### config.mk
export PLATFORM = sky130hd
export DESIGN_NAME = field_locked_audio_clock_gen
export DESIGN_NICKNAME = d
export VERILOG_FILES = /design/src/rtl/audio_clock_pkg.sv /design/src/rtl/field_locked_audio_clock_gen.sv
export VERILOG_INCLUDE_DIRS = /design/src /design/src/rtl
export SDC_FILE = /design/constraint.sdc
export NUM_CORES = 1
export LEC_CHECK = 0
export ABC_AREA = 0
export BUFFER_PORTS_ARGS = -buffer_cell sky130_fd_sc_hd__buf_2
export CAP_MARGIN = 5
export CELL_PAD_IN_SITES_DETAIL_PLACEMENT = 1
export CELL_PAD_IN_SITES_GLOBAL_PLACEMENT = 2
export CORE_MARGIN = 5
export CORE_UTILIZATION = 39
export CTS_CLUSTER_SIZE = 16
export DETAILED_ROUTE_END_ITERATION = 7
export HOLD_SLACK_MARGIN = 0.12
export PLACE_DENSITY_LB_ADDON = 0.12
export SLEW_MARGIN = 20
export SYNTH_ARGS = -nofsm -noshare
export SYNTH_HDL_FRONTEND = slang
export SYNTH_SLANG_ARGS = --single-unit
### constraint.sdc
create_clock -name mclk -period 5.1 [get_ports mclk]
set_clock_uncertainty 0.05 [all_clocks]
set_input_delay 0.765 -clock mclk [delete_from_list [all_inputs] [get_ports mclk]]
set_output_delay 0.765 -clock mclk [all_outputs]
set_load 0.02 [all_outputs]
### src/rtl/audio_clock_defs.svh
// register offsets, field positions and reset values of the audio clock block
`ifndef AUDIO_CLOCK_DEFS_SVH
`define AUDIO_CLOCK_DEFS_SVH
`define ADDR_CPF_LOW 8'h30
`define ADDR_CPF_MID 8'h31
`define ADDR_CPF_HIGH 8'h32
`define ADDR_INC_LOW 8'h34
`define ADDR_INC_MID 8'h35
`define ADDR_INC_HIGH 8'h36
`define ADDR_BIT_DIV 8'h38
`define ADDR_CHAN_DIV 8'h39
`define ADDR_CONTROL 8'h3A
`define ADDR_LOCK_STATUS 8'h3F
`define CTRL_BIT_PHASE 0
`define CTRL_CHAN_PHASE 1
`define CTRL_VREF_SEL 2
`define CTRL_LOOP_OPEN 3
`define REG_RESET 8'h00
`define CPF_HIGH_BITS 2
`define INC_HIGH_BITS 6
`define DIV_BITS 6
`define CORR_STEP 1
`endif

### src/rtl/audio_clock_pkg.sv
// types shared by the audio clock block
package audio_clock_pkg;
  typedef enum logic [1:0] {
    LOOP_OPEN = 2'b00,
    LOOP_TRACK = 2'b01,
    LOOP_LOCKED = 2'b10
  } loop_state_t;
endpackage : audio_clock_pkg

### src/rtl/field_locked_audio_clock_gen.sv
// field-locked audio master clock synthesizer with bit and channel dividers
// Summary of operation
// - master clock synthesized from the crystal reference clock mclk
// - synthesized clock locked to field rate, fixed clock count per field
// - 18-bit clocks-per-field target split over three byte registers
// - 22-bit nominal increment sets synthesizer step, over three bytes
// - bit clock is external master clock divided by 2*(divider+1)
// - channel clock is bit clock divided by 2*divider
// - control bit 3 zero closes field loop, one opens it
// - control bit 2 selects internal or external vertical reference
// - control bit 1 picks bit clock edge that toggles channel clock
// - control bit 0 picks master input edge that toggles bit clock
// - dividers driven only from external master clock input pin
`timescale 1ns/1ps
`default_nettype none
`include "audio_clock_defs.svh"
module field_locked_audio_clock_gen #(
  parameter int INC_WIDTH = 22,
  parameter int CPF_WIDTH = 18,
  parameter int CORR_WIDTH = 12
) (
  input wire logic mclk,
  input wire logic nrst,
  input wire logic [7:0] reg_addr,
  input wire logic [7:0] reg_wdata,
  input wire logic reg_wr,
  input wire logic reg_rd,
  output logic [7:0] reg_rdata,
  input wire logic internal_vsync,
  input wire logic external_vsync,
  input wire logic divider_master_clock_in,
  output logic synth_master_clock_out,
  output logic serial_bit_clock,
  output logic channel_select_clock
);

  if (INC_WIDTH != 22 || CPF_WIDTH != 18) begin : g_width_check
    $error("byte map fixes the increment and count widths");
  end
  if (CORR_WIDTH < 2 || CORR_WIDTH > INC_WIDTH) begin : g_corr_check
    $error("correction width out of range");
  end

  // picks the rising or falling edge from a phase bit
  function automatic logic sel_edge(input logic rise, input logic fall,
                                    input logic ph);
    sel_edge = ph ? rise : fall;
  endfunction : sel_edge

  // one-hot register select for an address, bit 9 the status byte
  function automatic logic [9:0] reg_select(input logic [7:0] addr);
    reg_select = 10'h000;
    if (addr == `ADDR_CPF_LOW) begin
      reg_select[0] = 1'b1;
    end else if (addr == `ADDR_CPF_MID) begin
      reg_select[1] = 1'b1;
    end else if (addr == `ADDR_CPF_HIGH) begin
      reg_select[2] = 1'b1;
    end else if (addr == `ADDR_INC_LOW) begin
      reg_select[3] = 1'b1;
    end else if (addr == `ADDR_INC_MID) begin
      reg_select[4] = 1'b1;
    end else if (addr == `ADDR_INC_HIGH) begin
      reg_select[5] = 1'b1;
    end else if (addr == `ADDR_BIT_DIV) begin
      reg_select[6] = 1'b1;
    end else if (addr == `ADDR_CHAN_DIV) begin
      reg_select[7] = 1'b1;
    end else if (addr == `ADDR_CONTROL) begin
      reg_select[8] = 1'b1;
    end else if (addr == `ADDR_LOCK_STATUS) begin
      reg_select[9] = 1'b1;
    end
  endfunction : reg_select

  logic [7:0] cpf_low;
  logic [7:0] cpf_mid;
  logic [`CPF_HIGH_BITS-1:0] cpf_high;
  logic [7:0] inc_low;
  logic [7:0] inc_mid;
  logic [`INC_HIGH_BITS-1:0] inc_high;
  logic [`DIV_BITS-1:0] bit_clock_divider;
  logic [`DIV_BITS-1:0] channel_clock_divider;
  logic [3:0] control;
  logic [CPF_WIDTH-1:0] clocks_per_field;
  logic [INC_WIDTH-1:0] nominal_increment;
  logic loop_open_select;
  logic vertical_ref_select;
  logic channel_clock_phase;
  logic bit_clock_phase;

  assign clocks_per_field = {cpf_high, cpf_mid, cpf_low};
  assign nominal_increment = {inc_high, inc_mid, inc_low};
  assign bit_clock_phase = control[`CTRL_BIT_PHASE];
  assign channel_clock_phase = control[`CTRL_CHAN_PHASE];
  assign vertical_ref_select = control[`CTRL_VREF_SEL];
  assign loop_open_select = control[`CTRL_LOOP_OPEN];
  logic [9:0] reg_sel;
  assign reg_sel = reg_select(reg_addr);

  // register writes
  always_ff @(posedge mclk) begin
    if (!nrst) begin
      cpf_low <= `REG_RESET;
      cpf_mid <= `REG_RESET;
      cpf_high <= '0;
      inc_low <= `REG_RESET;
      inc_mid <= `REG_RESET;
      inc_high <= '0;
      bit_clock_divider <= '0;
      channel_clock_divider <= '0;
      control <= '0;
    end else if (reg_wr) begin
      if (reg_sel[0]) begin
        cpf_low <= reg_wdata;
      end else if (reg_sel[1]) begin
        cpf_mid <= reg_wdata;
      end else if (reg_sel[2]) begin
        cpf_high <= reg_wdata[`CPF_HIGH_BITS-1:0];
      end else if (reg_sel[3]) begin
        inc_low <= reg_wdata;
      end else if (reg_sel[4]) begin
        inc_mid <= reg_wdata;
      end else if (reg_sel[5]) begin
        inc_high <= reg_wdata[`INC_HIGH_BITS-1:0];
      end else if (reg_sel[6]) begin
        bit_clock_divider <= reg_wdata[`DIV_BITS-1:0];
      end else if (reg_sel[7]) begin
        channel_clock_divider <= reg_wdata[`DIV_BITS-1:0];
      end else if (reg_sel[8]) begin
        control[`CTRL_LOOP_OPEN] <= reg_wdata[`CTRL_LOOP_OPEN];
        control[`CTRL_VREF_SEL] <= reg_wdata[`CTRL_VREF_SEL];
        control[`CTRL_CHAN_PHASE] <= reg_wdata[`CTRL_CHAN_PHASE];
        control[`CTRL_BIT_PHASE] <= reg_wdata[`CTRL_BIT_PHASE];
      end
    end
  end

  audio_clock_pkg::loop_state_t loop_state;
  logic signed [CORR_WIDTH-1:0] correction;
  logic [7:0] status_byte;
  assign status_byte = {4'h0, correction[CORR_WIDTH-1], 1'b0, loop_state};

  // register reads, one cycle after the strobe
  always_ff @(posedge mclk) begin
    if (!nrst) begin
      reg_rdata <= `REG_RESET;
    end else if (reg_rd) begin
      if (reg_sel[0]) begin
        reg_rdata <= cpf_low;
      end else if (reg_sel[1]) begin
        reg_rdata <= cpf_mid;
      end else if (reg_sel[2]) begin
        reg_rdata <= {6'h00, cpf_high};
      end else if (reg_sel[3]) begin
        reg_rdata <= inc_low;
      end else if (reg_sel[4]) begin
        reg_rdata <= inc_mid;
      end else if (reg_sel[5]) begin
        reg_rdata <= {2'h0, inc_high};
      end else if (reg_sel[6]) begin
        reg_rdata <= {2'h0, bit_clock_divider};
      end else if (reg_sel[7]) begin
        reg_rdata <= {2'h0, channel_clock_divider};
      end else if (reg_sel[8]) begin
        reg_rdata <= {4'h0, control};
      end else if (reg_sel[9]) begin
        reg_rdata <= status_byte;
      end else begin
        reg_rdata <= 8'h00;
      end
    end
  end

  // pin synchronisers
  logic [1:0] ext_v_sync;
  logic [1:0] mclk_in_sync;
  always_ff @(posedge mclk) begin
    if (!nrst) begin
      ext_v_sync <= 2'h0;
      mclk_in_sync <= 2'h0;
    end else begin
      ext_v_sync <= {ext_v_sync[0], external_vsync};
      mclk_in_sync <= {mclk_in_sync[0], divider_master_clock_in};
    end
  end

  // vertical reference edge
  logic vref_prev;
  logic vref_now;
  logic field_start;
  assign vref_now = vertical_ref_select ? ext_v_sync[1] : internal_vsync;
  assign field_start = vref_now && !vref_prev;
  always_ff @(posedge mclk) begin
    if (!nrst) begin
      vref_prev <= 1'b0;
    end else begin
      vref_prev <= vref_now;
    end
  end

  // phase accumulator clocked by the crystal reference
  logic [INC_WIDTH:0] phase_acc;
  logic [INC_WIDTH:0] next_phase_acc;
  logic [INC_WIDTH:0] step;
  assign step = {1'b0, nominal_increment}
              + {{(INC_WIDTH+1-CORR_WIDTH){correction[CORR_WIDTH-1]}},
                 correction};
  assign next_phase_acc = phase_acc + step;
  always_ff @(posedge mclk) begin
    if (!nrst) begin
      phase_acc <= '0;
      synth_master_clock_out <= 1'b0;
    end else begin
      phase_acc <= next_phase_acc;
      synth_master_clock_out <= next_phase_acc[INC_WIDTH];
    end
  end

  // synthesized clocks counted per field, correction nudged once a field
  logic [CPF_WIDTH-1:0] field_count;
  logic synth_rise;
  assign synth_rise = next_phase_acc[INC_WIDTH] && !synth_master_clock_out;
  always_ff @(posedge mclk) begin
    if (!nrst) begin
      field_count <= '0;
      correction <= '0;
      loop_state <= audio_clock_pkg::LOOP_OPEN;
    end else if (loop_open_select) begin
      field_count <= '0;
      correction <= '0;
      loop_state <= audio_clock_pkg::LOOP_OPEN;
    end else if (field_start) begin
      field_count <= '0;
      if (field_count < clocks_per_field) begin
        correction <= correction + CORR_WIDTH'(`CORR_STEP);
        loop_state <= audio_clock_pkg::LOOP_TRACK;
      end else if (field_count > clocks_per_field) begin
        correction <= correction - CORR_WIDTH'(`CORR_STEP);
        loop_state <= audio_clock_pkg::LOOP_TRACK;
      end else begin
        loop_state <= audio_clock_pkg::LOOP_LOCKED;
      end
    end else if (synth_rise && field_count != '1) begin
      field_count <= field_count + CPF_WIDTH'(1);
    end
  end

  // bit clock divider on the returned master clock
  logic mclk_in_prev;
  logic mclk_in_edge;
  logic [`DIV_BITS-1:0] bit_count;
  assign mclk_in_edge = sel_edge(mclk_in_sync[1] && !mclk_in_prev,
                                 !mclk_in_sync[1] && mclk_in_prev,
                                 bit_clock_phase);
  always_ff @(posedge mclk) begin
    if (!nrst) begin
      mclk_in_prev <= 1'b0;
      bit_count <= '0;
      serial_bit_clock <= 1'b0;
    end else begin
      mclk_in_prev <= mclk_in_sync[1];
      if (mclk_in_edge) begin
        if (bit_count >= bit_clock_divider) begin
          bit_count <= '0;
          serial_bit_clock <= !serial_bit_clock;
        end else begin
          bit_count <= bit_count + `DIV_BITS'(1);
        end
      end
    end
  end

  // channel clock divider on the bit clock
  logic bit_prev;
  logic bit_edge;
  logic [`DIV_BITS-1:0] chan_count;
  assign bit_edge = sel_edge(serial_bit_clock && !bit_prev,
                             !serial_bit_clock && bit_prev,
                             channel_clock_phase);
  always_ff @(posedge mclk) begin
    if (!nrst) begin
      bit_prev <= 1'b0;
      chan_count <= '0;
      channel_select_clock <= 1'b0;
    end else begin
      bit_prev <= serial_bit_clock;
      if (bit_edge && channel_clock_divider != '0) begin
        if (chan_count >= channel_clock_divider - `DIV_BITS'(1)) begin
          chan_count <= '0;
          channel_select_clock <= !channel_select_clock;
        end else begin
          chan_count <= chan_count + `DIV_BITS'(1);
        end
      end
    end
  end

endmodule : field_locked_audio_clock_gen
`default_nettype wire

== Yosys cells after proc, flatten, opt, wreduce, memory -nomap -nowiden ==
Index checks and enable logic that the tools add are counted.

* Register bits: 141
* Word-level logic and storage cells: 125
* Input port bits: 23
* Output and inout port bits: 11

* Bitwise operators: 9
* Equality and inequality tests: 11
* Magnitude comparators: 4
* Reductions and logical operators: 31
* Add/sub/neg operators: 8
* Mux-type cells: 38

{| class="wikitable"
|+ Operators with widths
! cell !! number
|-
| $eq A8 B6 Y1 const B || 10
|-
| $mux W8 || 6
|-
| $mux W6 || 6
|-
| $mux W12 || 2
|-
| $add A22 B23 Y23 || 1
|-
| $add A23 B23 Y23 || 1
|-
| $add A18 B1 Y18 const B || 1
|-
| $gt A18 B18 Y1 || 1
|-
| $lt A18 B18 Y1 || 1
|-
| $ne A18 B18 Y1 const B || 1
|-
| $mux W1 || 14
|-
| $add A12 B2 Y12 const B || 1
|-
| $add A6 B1 Y6 const B || 2
|-
| $ge A6 B6 Y1 || 2
|-
| $mux W4 || 3
|-
| $sub A12 B2 Y12 const B || 1
|-
| $reduce_and A10 Y1 || 1
|-
| $mux W9 || 1
|-
| $not A1 Y1 || 9
|-
| $reduce_and A9 Y1 || 1
|-
| $logic_and A1 B1 Y1 || 8
|-
| $reduce_and A2 Y1 || 4
|-
| $reduce_and A8 Y1 || 1
|-
| $logic_not A1 Y1 || 7
|-
| 14 further kinds || 16
|}

== Logic depth before layout (Yosys ltp) ==
* Depth after elaboration: 21
* Gate-level depth with buffers: 14
* Gate-level depth less buffers: 14

== Worst setup path before layout ==
OpenSTA, ideal clock, no wires.

* Path kind: reg2reg
* Start: register cpf_low[4]
* End: register correction[11]
* Period minus slack after synthesis: 3.929 ns
* Required time: 4.980 ns
* Stages on the path, launching flop included: 15
* Data arrival time: 3.808 ns
* Path slack: 1.171 ns
* Library setup time: 0.070 ns
* Buffers on the path: 0
* Cells stage by stage: dfxtp_1 -> inv_1 -> ha_1 -> nand3_1 -> a21oi_1 -> a2111oi_4 -> o31ai_1 -> ha_1 -> a211oi_1 -> o21a_1 -> or3_1 -> nand3_1 -> and3_1 -> or4_1 -> a21oi_1

* Cells in the longest elaborated chain, start to end: 3
* Elaborated cells on any way between the ends: 5
* Classes of those cells: order compare (2); mux (1); reduce/logical (2)

{| class="wikitable"
|+ Ends and longest elaborated chain
! item !! line !! source
|-
| from (decl) || field_locked_audio_clock_gen.sv:76 || <nowiki>logic [7:0] cpf_low;</nowiki>
|-
| from (signal assigned) || field_locked_audio_clock_gen.sv:104 || <nowiki>cpf_low <= `REG_RESET;</nowiki>
|-
| from (signal assigned) || field_locked_audio_clock_gen.sv:115 || <nowiki>cpf_low <= reg_wdata;</nowiki>
|-
| $lt A18 B18 Y1 / $gt A18 B18 Y1 (equally long branches) || field_locked_audio_clock_gen.sv:235, field_locked_audio_clock_gen.sv:238 ||
|-
| $reduce_bool A2 Y1 (no line) || -- ||
|-
| $reduce_and A2 Y1 (no line) || -- ||
|-
| to (signal assigned) || field_locked_audio_clock_gen.sv:236 || <nowiki>correction <= correction + CORR_WIDTH'(`CORR_STEP);</nowiki>
|-
| to (signal assigned) || field_locked_audio_clock_gen.sv:239 || <nowiki>correction <= correction - CORR_WIDTH'(`CORR_STEP);</nowiki>
|-
| to (decl) || field_locked_audio_clock_gen.sv:140 || <nowiki>logic signed [CORR_WIDTH-1:0] correction;</nowiki>
|}

Parallel ways exist; a longest one is shown, timed or not.
A chain may end at the register's enable or synchronous reset.

== Worst setup path after layout ==
* Start: register correction[11]
* End: register field_count[2]

* Cells in the longest elaborated chain, start to end: 4

{| class="wikitable"
|+ Ends and longest elaborated chain
! item !! line !! source
|-
| $add A22 B23 Y23 || field_locked_audio_clock_gen.sv:207 || <nowiki>+ {{(INC_WIDTH+1-CORR_WIDTH){correction[CORR_WIDTH-1]}},</nowiki>
|-
| $add A23 B23 Y23 || field_locked_audio_clock_gen.sv:209 || <nowiki>assign next_phase_acc = phase_acc + step;</nowiki>
|-
| $logic_and A1 B1 Y1 || field_locked_audio_clock_gen.sv:223 || <nowiki>assign synth_rise = next_phase_acc[INC_WIDTH] && !synth_master_clock_out;</nowiki>
|-
| $logic_and A1 B1 Y1 || field_locked_audio_clock_gen.sv:244 || <nowiki>end else if (synth_rise && field_count != '1) begin</nowiki>
|-
| to (signal assigned) || field_locked_audio_clock_gen.sv:245 || <nowiki>field_count <= field_count + CPF_WIDTH'(1);</nowiki>
|-
| to (decl) || field_locked_audio_clock_gen.sv:221 || <nowiki>logic [CPF_WIDTH-1:0] field_count;</nowiki>
|}

Every way passes these cells.

==> impl_metrics.env <==
export IMPL_synthesized_netlist_net_count=1185
export IMPL_post_synth_top_area_cell="dfxtp_1"
export IMPL_synth_xor_area_frac=0.0328
export IMPL_layout_area_overhead_vs_synth_pct=11.3
export IMPL_fillerInstances=2728
export IMPL_initial_antenna_violation_count=0
export IMPL_buffer_ports_inserted=33
export IMPL_synth_compound_area_frac=0.190
export IMPL_leading_cell_types_by_total_area_after_synthesis="dfxtp_1, ha_1, mux2i_1"
export IMPL_post_drt_via_cell_ratio=5.62
export IMPL_min_period_over_period=0.798
export IMPL_synth_edff_count=0
export IMPL_worst_slew_pin_transition_ns=1.04
export IMPL_worst_path_max_fanout=16
export IMPL_drtPass1Iterations=5
export IMPL_post_cts_setup_driven_buffer_insertion_count=0
export IMPL_timing_rr_end="field_count[2]"
export IMPL_layout_drive_gt1_share=0.0932
export IMPL_routed_wire_length_per_instance_um=19.6
export IMPL_slew_headroom=0.306
export IMPL_cp_required_ns=5.42
export IMPL_worstRegToRegCells=9
export IMPL_ys_async_sr_fraction=0
export IMPL_synthesized_instance_count=1072
export IMPL_netlist_area_leader_share=0.308
export IMPL_achievable_frequency_mhz=246
export IMPL_coreArea_mm2=0.0228
export IMPL_first_pass_grt_wire_length_mm=44.5
export IMPL_synth_commonest_cells="dfxtp_1, nand2_1, nor2_1, a21oi_1, ha_1"
export IMPL_routed_wirelength_mm=27.6
export IMPL_die_area_mm2=0.0265
export IMPL_clock_latency_ns=0.44
export IMPL_clk_pin_slew_worst_setup_hold_paths_ns=0.07
export IMPL_cp_endpoint="field_count[2]"
export IMPL_drt_drc_violations_left=0
export IMPL_cpPeakStageDelay_ns=1.00
export IMPL_num_vias=7918
export IMPL_setup_violations_final=0
export IMPL_result_of_the_run="complete, no violations"
export IMPL_postRouteAntennaNets=0
export IMPL_drtIter0Drc=435
export IMPL_synth_most_common_cell="dfxtp_1"
export IMPL_hp_class="register to register"
export IMPL_cts_tree="yes"
export IMPL_critical_path_endpoint_type="register"
export IMPL_cts_repair_resize_count=0
export IMPL_crit_chain="fa_1, ha_1, a21o_1, a21o_1, a221o_1, o21bai_4, nor3_4, o21a_1, mux2i_1"
export IMPL_period_minus_slack_ns=4.07
export IMPL_initial_utilization=0.399
export IMPL_hpwl_mm=20.2
export IMPL_fin_tns_setup_ns=0
export IMPL_num_io_pins=34
export IMPL_gp_congestion=0.790
export IMPL_postCtsHoldBufs=0
export IMPL_min_path_cells=1
export IMPL_ir_drop_uv=129
export IMPL_critPathKind="register to register"
export IMPL_synthAdderAreaFrac=0.144
export IMPL_globalRouteTotalUtil=0.214
export IMPL_synth_top_family_by_area="simple AND/OR/NAND/NOR gates"
export IMPL_power_static_leakage_uw=0.00422
export IMPL_ys_ff_latch=140
export IMPL_fp_dieH_um=163
export IMPL_cts_made_buffers=17
export IMPL_largest_net_degree_at_the_start_of_global_routing=46
export IMPL_holdCritStartpoint="ext_v_sync[0]"
export IMPL_htree_levels=4
export IMPL_finalPower_uw=2710
export IMPL_rr_startpoint="correction[11]"
export IMPL_reg2reg_slack_ns=1.03
export IMPL_cts_root_buf="clkbuf_16"
export IMPL_synth_simple_gate_area_frac=0.216
export IMPL_crit_path_top_delay_cell="dfxtp_1"
export IMPL_via_count_of_the_first_global_routing_pass=7914
export IMPL_die_width_um=163
export IMPL_yosysWarningCount=0
export IMPL_synth_mux_area_frac=0.0622
export IMPL_synth_area_mm2=0.00909
export IMPL_placementRows=55
export IMPL_global_route_overflow_total=0
export IMPL_post_route_util=0.444
export IMPL_postSynthAreaPerCell_um2=8.48
export IMPL_dominantRegCellSynth="dfxtp_1"
export IMPL_yosys_cell_types_count=79
export IMPL_setup_repair_after_global_routing_missed_its_margin="no"
export IMPL_power_density_mw_per_mm2=268
export IMPL_num_nets_final=1195
export IMPL_worstSetupStartpointType="register"
export IMPL_critical_path_top_cell_by_count="a21o_1"
export IMPL_timing_max_transition_violations_final=0
export IMPL_cts_buffer_depth=2
export IMPL_report_final_hold_viol_count=0
export IMPL_timing_max_cap_violations=0
export IMPL_critPathLaunch="correction[11]"
export IMPL_ys_seq_area_frac=0.308
export IMPL_num_antenna_cells=0
export IMPL_cts_sinks=140
export IMPL_cp_arrival_ns=4.39
-- metal layers --
metal	share of wire	vias to the layer above	track usage
met2	0.46	127	0.350
li1	-	3881	-
met4	0.012	0	0.0438
met5	0	-	0
met1	0.49	3883	0.296
met3	0.039	27	0.0415
-- kinds of logic (layout without fill, tap and decap cells) --
logic type / count (synthesis) / count (layout)
xor+xnor: 34 / 34
fa+ha+maj: 90 / 90
compound gates: 250 / 250
mux: 56 / 56
simple gates: 397 / 397
flops: 140 / 140
buf+inv: 105 / 128
-- registers in the layout, summed over array words and instances, names as in the netlist, 8 cells and up --
signal / cells
field_count: 18
cpf_mid: 8
cpf_low: 8
inc_low: 8
inc_mid: 8
reg_rdata: 8
phase_acc: 22
correction: 12
-- worst min-delay path by stage --
stage                      endpoint  slack (ns)
floorplan             ext_v_sync[1]        0.36
global placement    mclk_in_sync[1]        0.36
detailed placement    ext_v_sync[1]        0.37
CTS                   ext_v_sync[1]        0.38
global route        mclk_in_sync[1]        0.41
finish                ext_v_sync[1]        0.38
-- cell usage in the layout (no fill, tap or decap), drive strengths merged, types with 3 or more instances in the layout --
master / count
inv: 54
and3: 6
o21ai: 48
nor2: 94
nand3: 55
a2111oi: 5
nand2b: 15
o2111ai: 5
nor3: 31
and2: 13
dfxtp: 140
xnor2: 14
buf: 43
and4: 4
fa: 24
nand4b: 5
o22ai: 3
ha: 66
a211oi: 14
clkinv: 6
nand2: 108
nor2b: 6
o21bai: 4
xor2: 20
clkbuf: 19
a21oi: 77
a21o: 24
o21a: 11
o31ai: 5
or3: 15
nand3b: 5
bufinv: 3
clkinvlp: 3
nor4: 9
a31oi: 10
a22oi: 5
o211ai: 10
mux2i: 55
nand4: 22
-- where the power goes --
| part | internal [uW] | switching [uW] |
|---|---|---|
| registers | 1120 | 16.5 |
| logic | 91.7 | 163 |
| clock network | 786 | 534 |
-- stage by stage --
step | hold WS, ns | area [um^2] | std cells | setup WS (ns)
after floorplan | 0.362 | 9090 | 1072 | 1.17
after global placement | 0.364 | 9490 | 1375 | 1.01
after detailed placement | 0.373 | 9500 | 1376 | 0.859
after CTS | 0.384 | 10100 | 1408 | 0.799
after global routing | 0.406 | 10100 | 1408 | 0.717
final | 0.379 | 10100 | 1408 | 1.03
-- area by class of cell --
type / count / area (um^2) / share of cell area
inverters: 53 / 199 / 0.0197
clock buffers: 19 / 443 / 0.0438
clock inverters: 13 / 166 / 0.0165
multi-input cells: 827 / 5870 / 0.581
repair buffers: 43 / 240 / 0.0238
well taps: 313 / 392 / 0.0387
flip-flops and latches: 140 / 2800 / 0.277
-- critical path: cells and delay by family (launching register included) --
kind                     cells  cell delay [ns]
adder cells (fa/ha/maj)      2             0.98
AND/OR/NAND/NOR              1             0.57
flip-flops                   1             1.00
multiplexers                 1             0.17
AO/OA/AOI/OAI                5             1.21
Note: power is estimated with default switching activity, not from simulation.
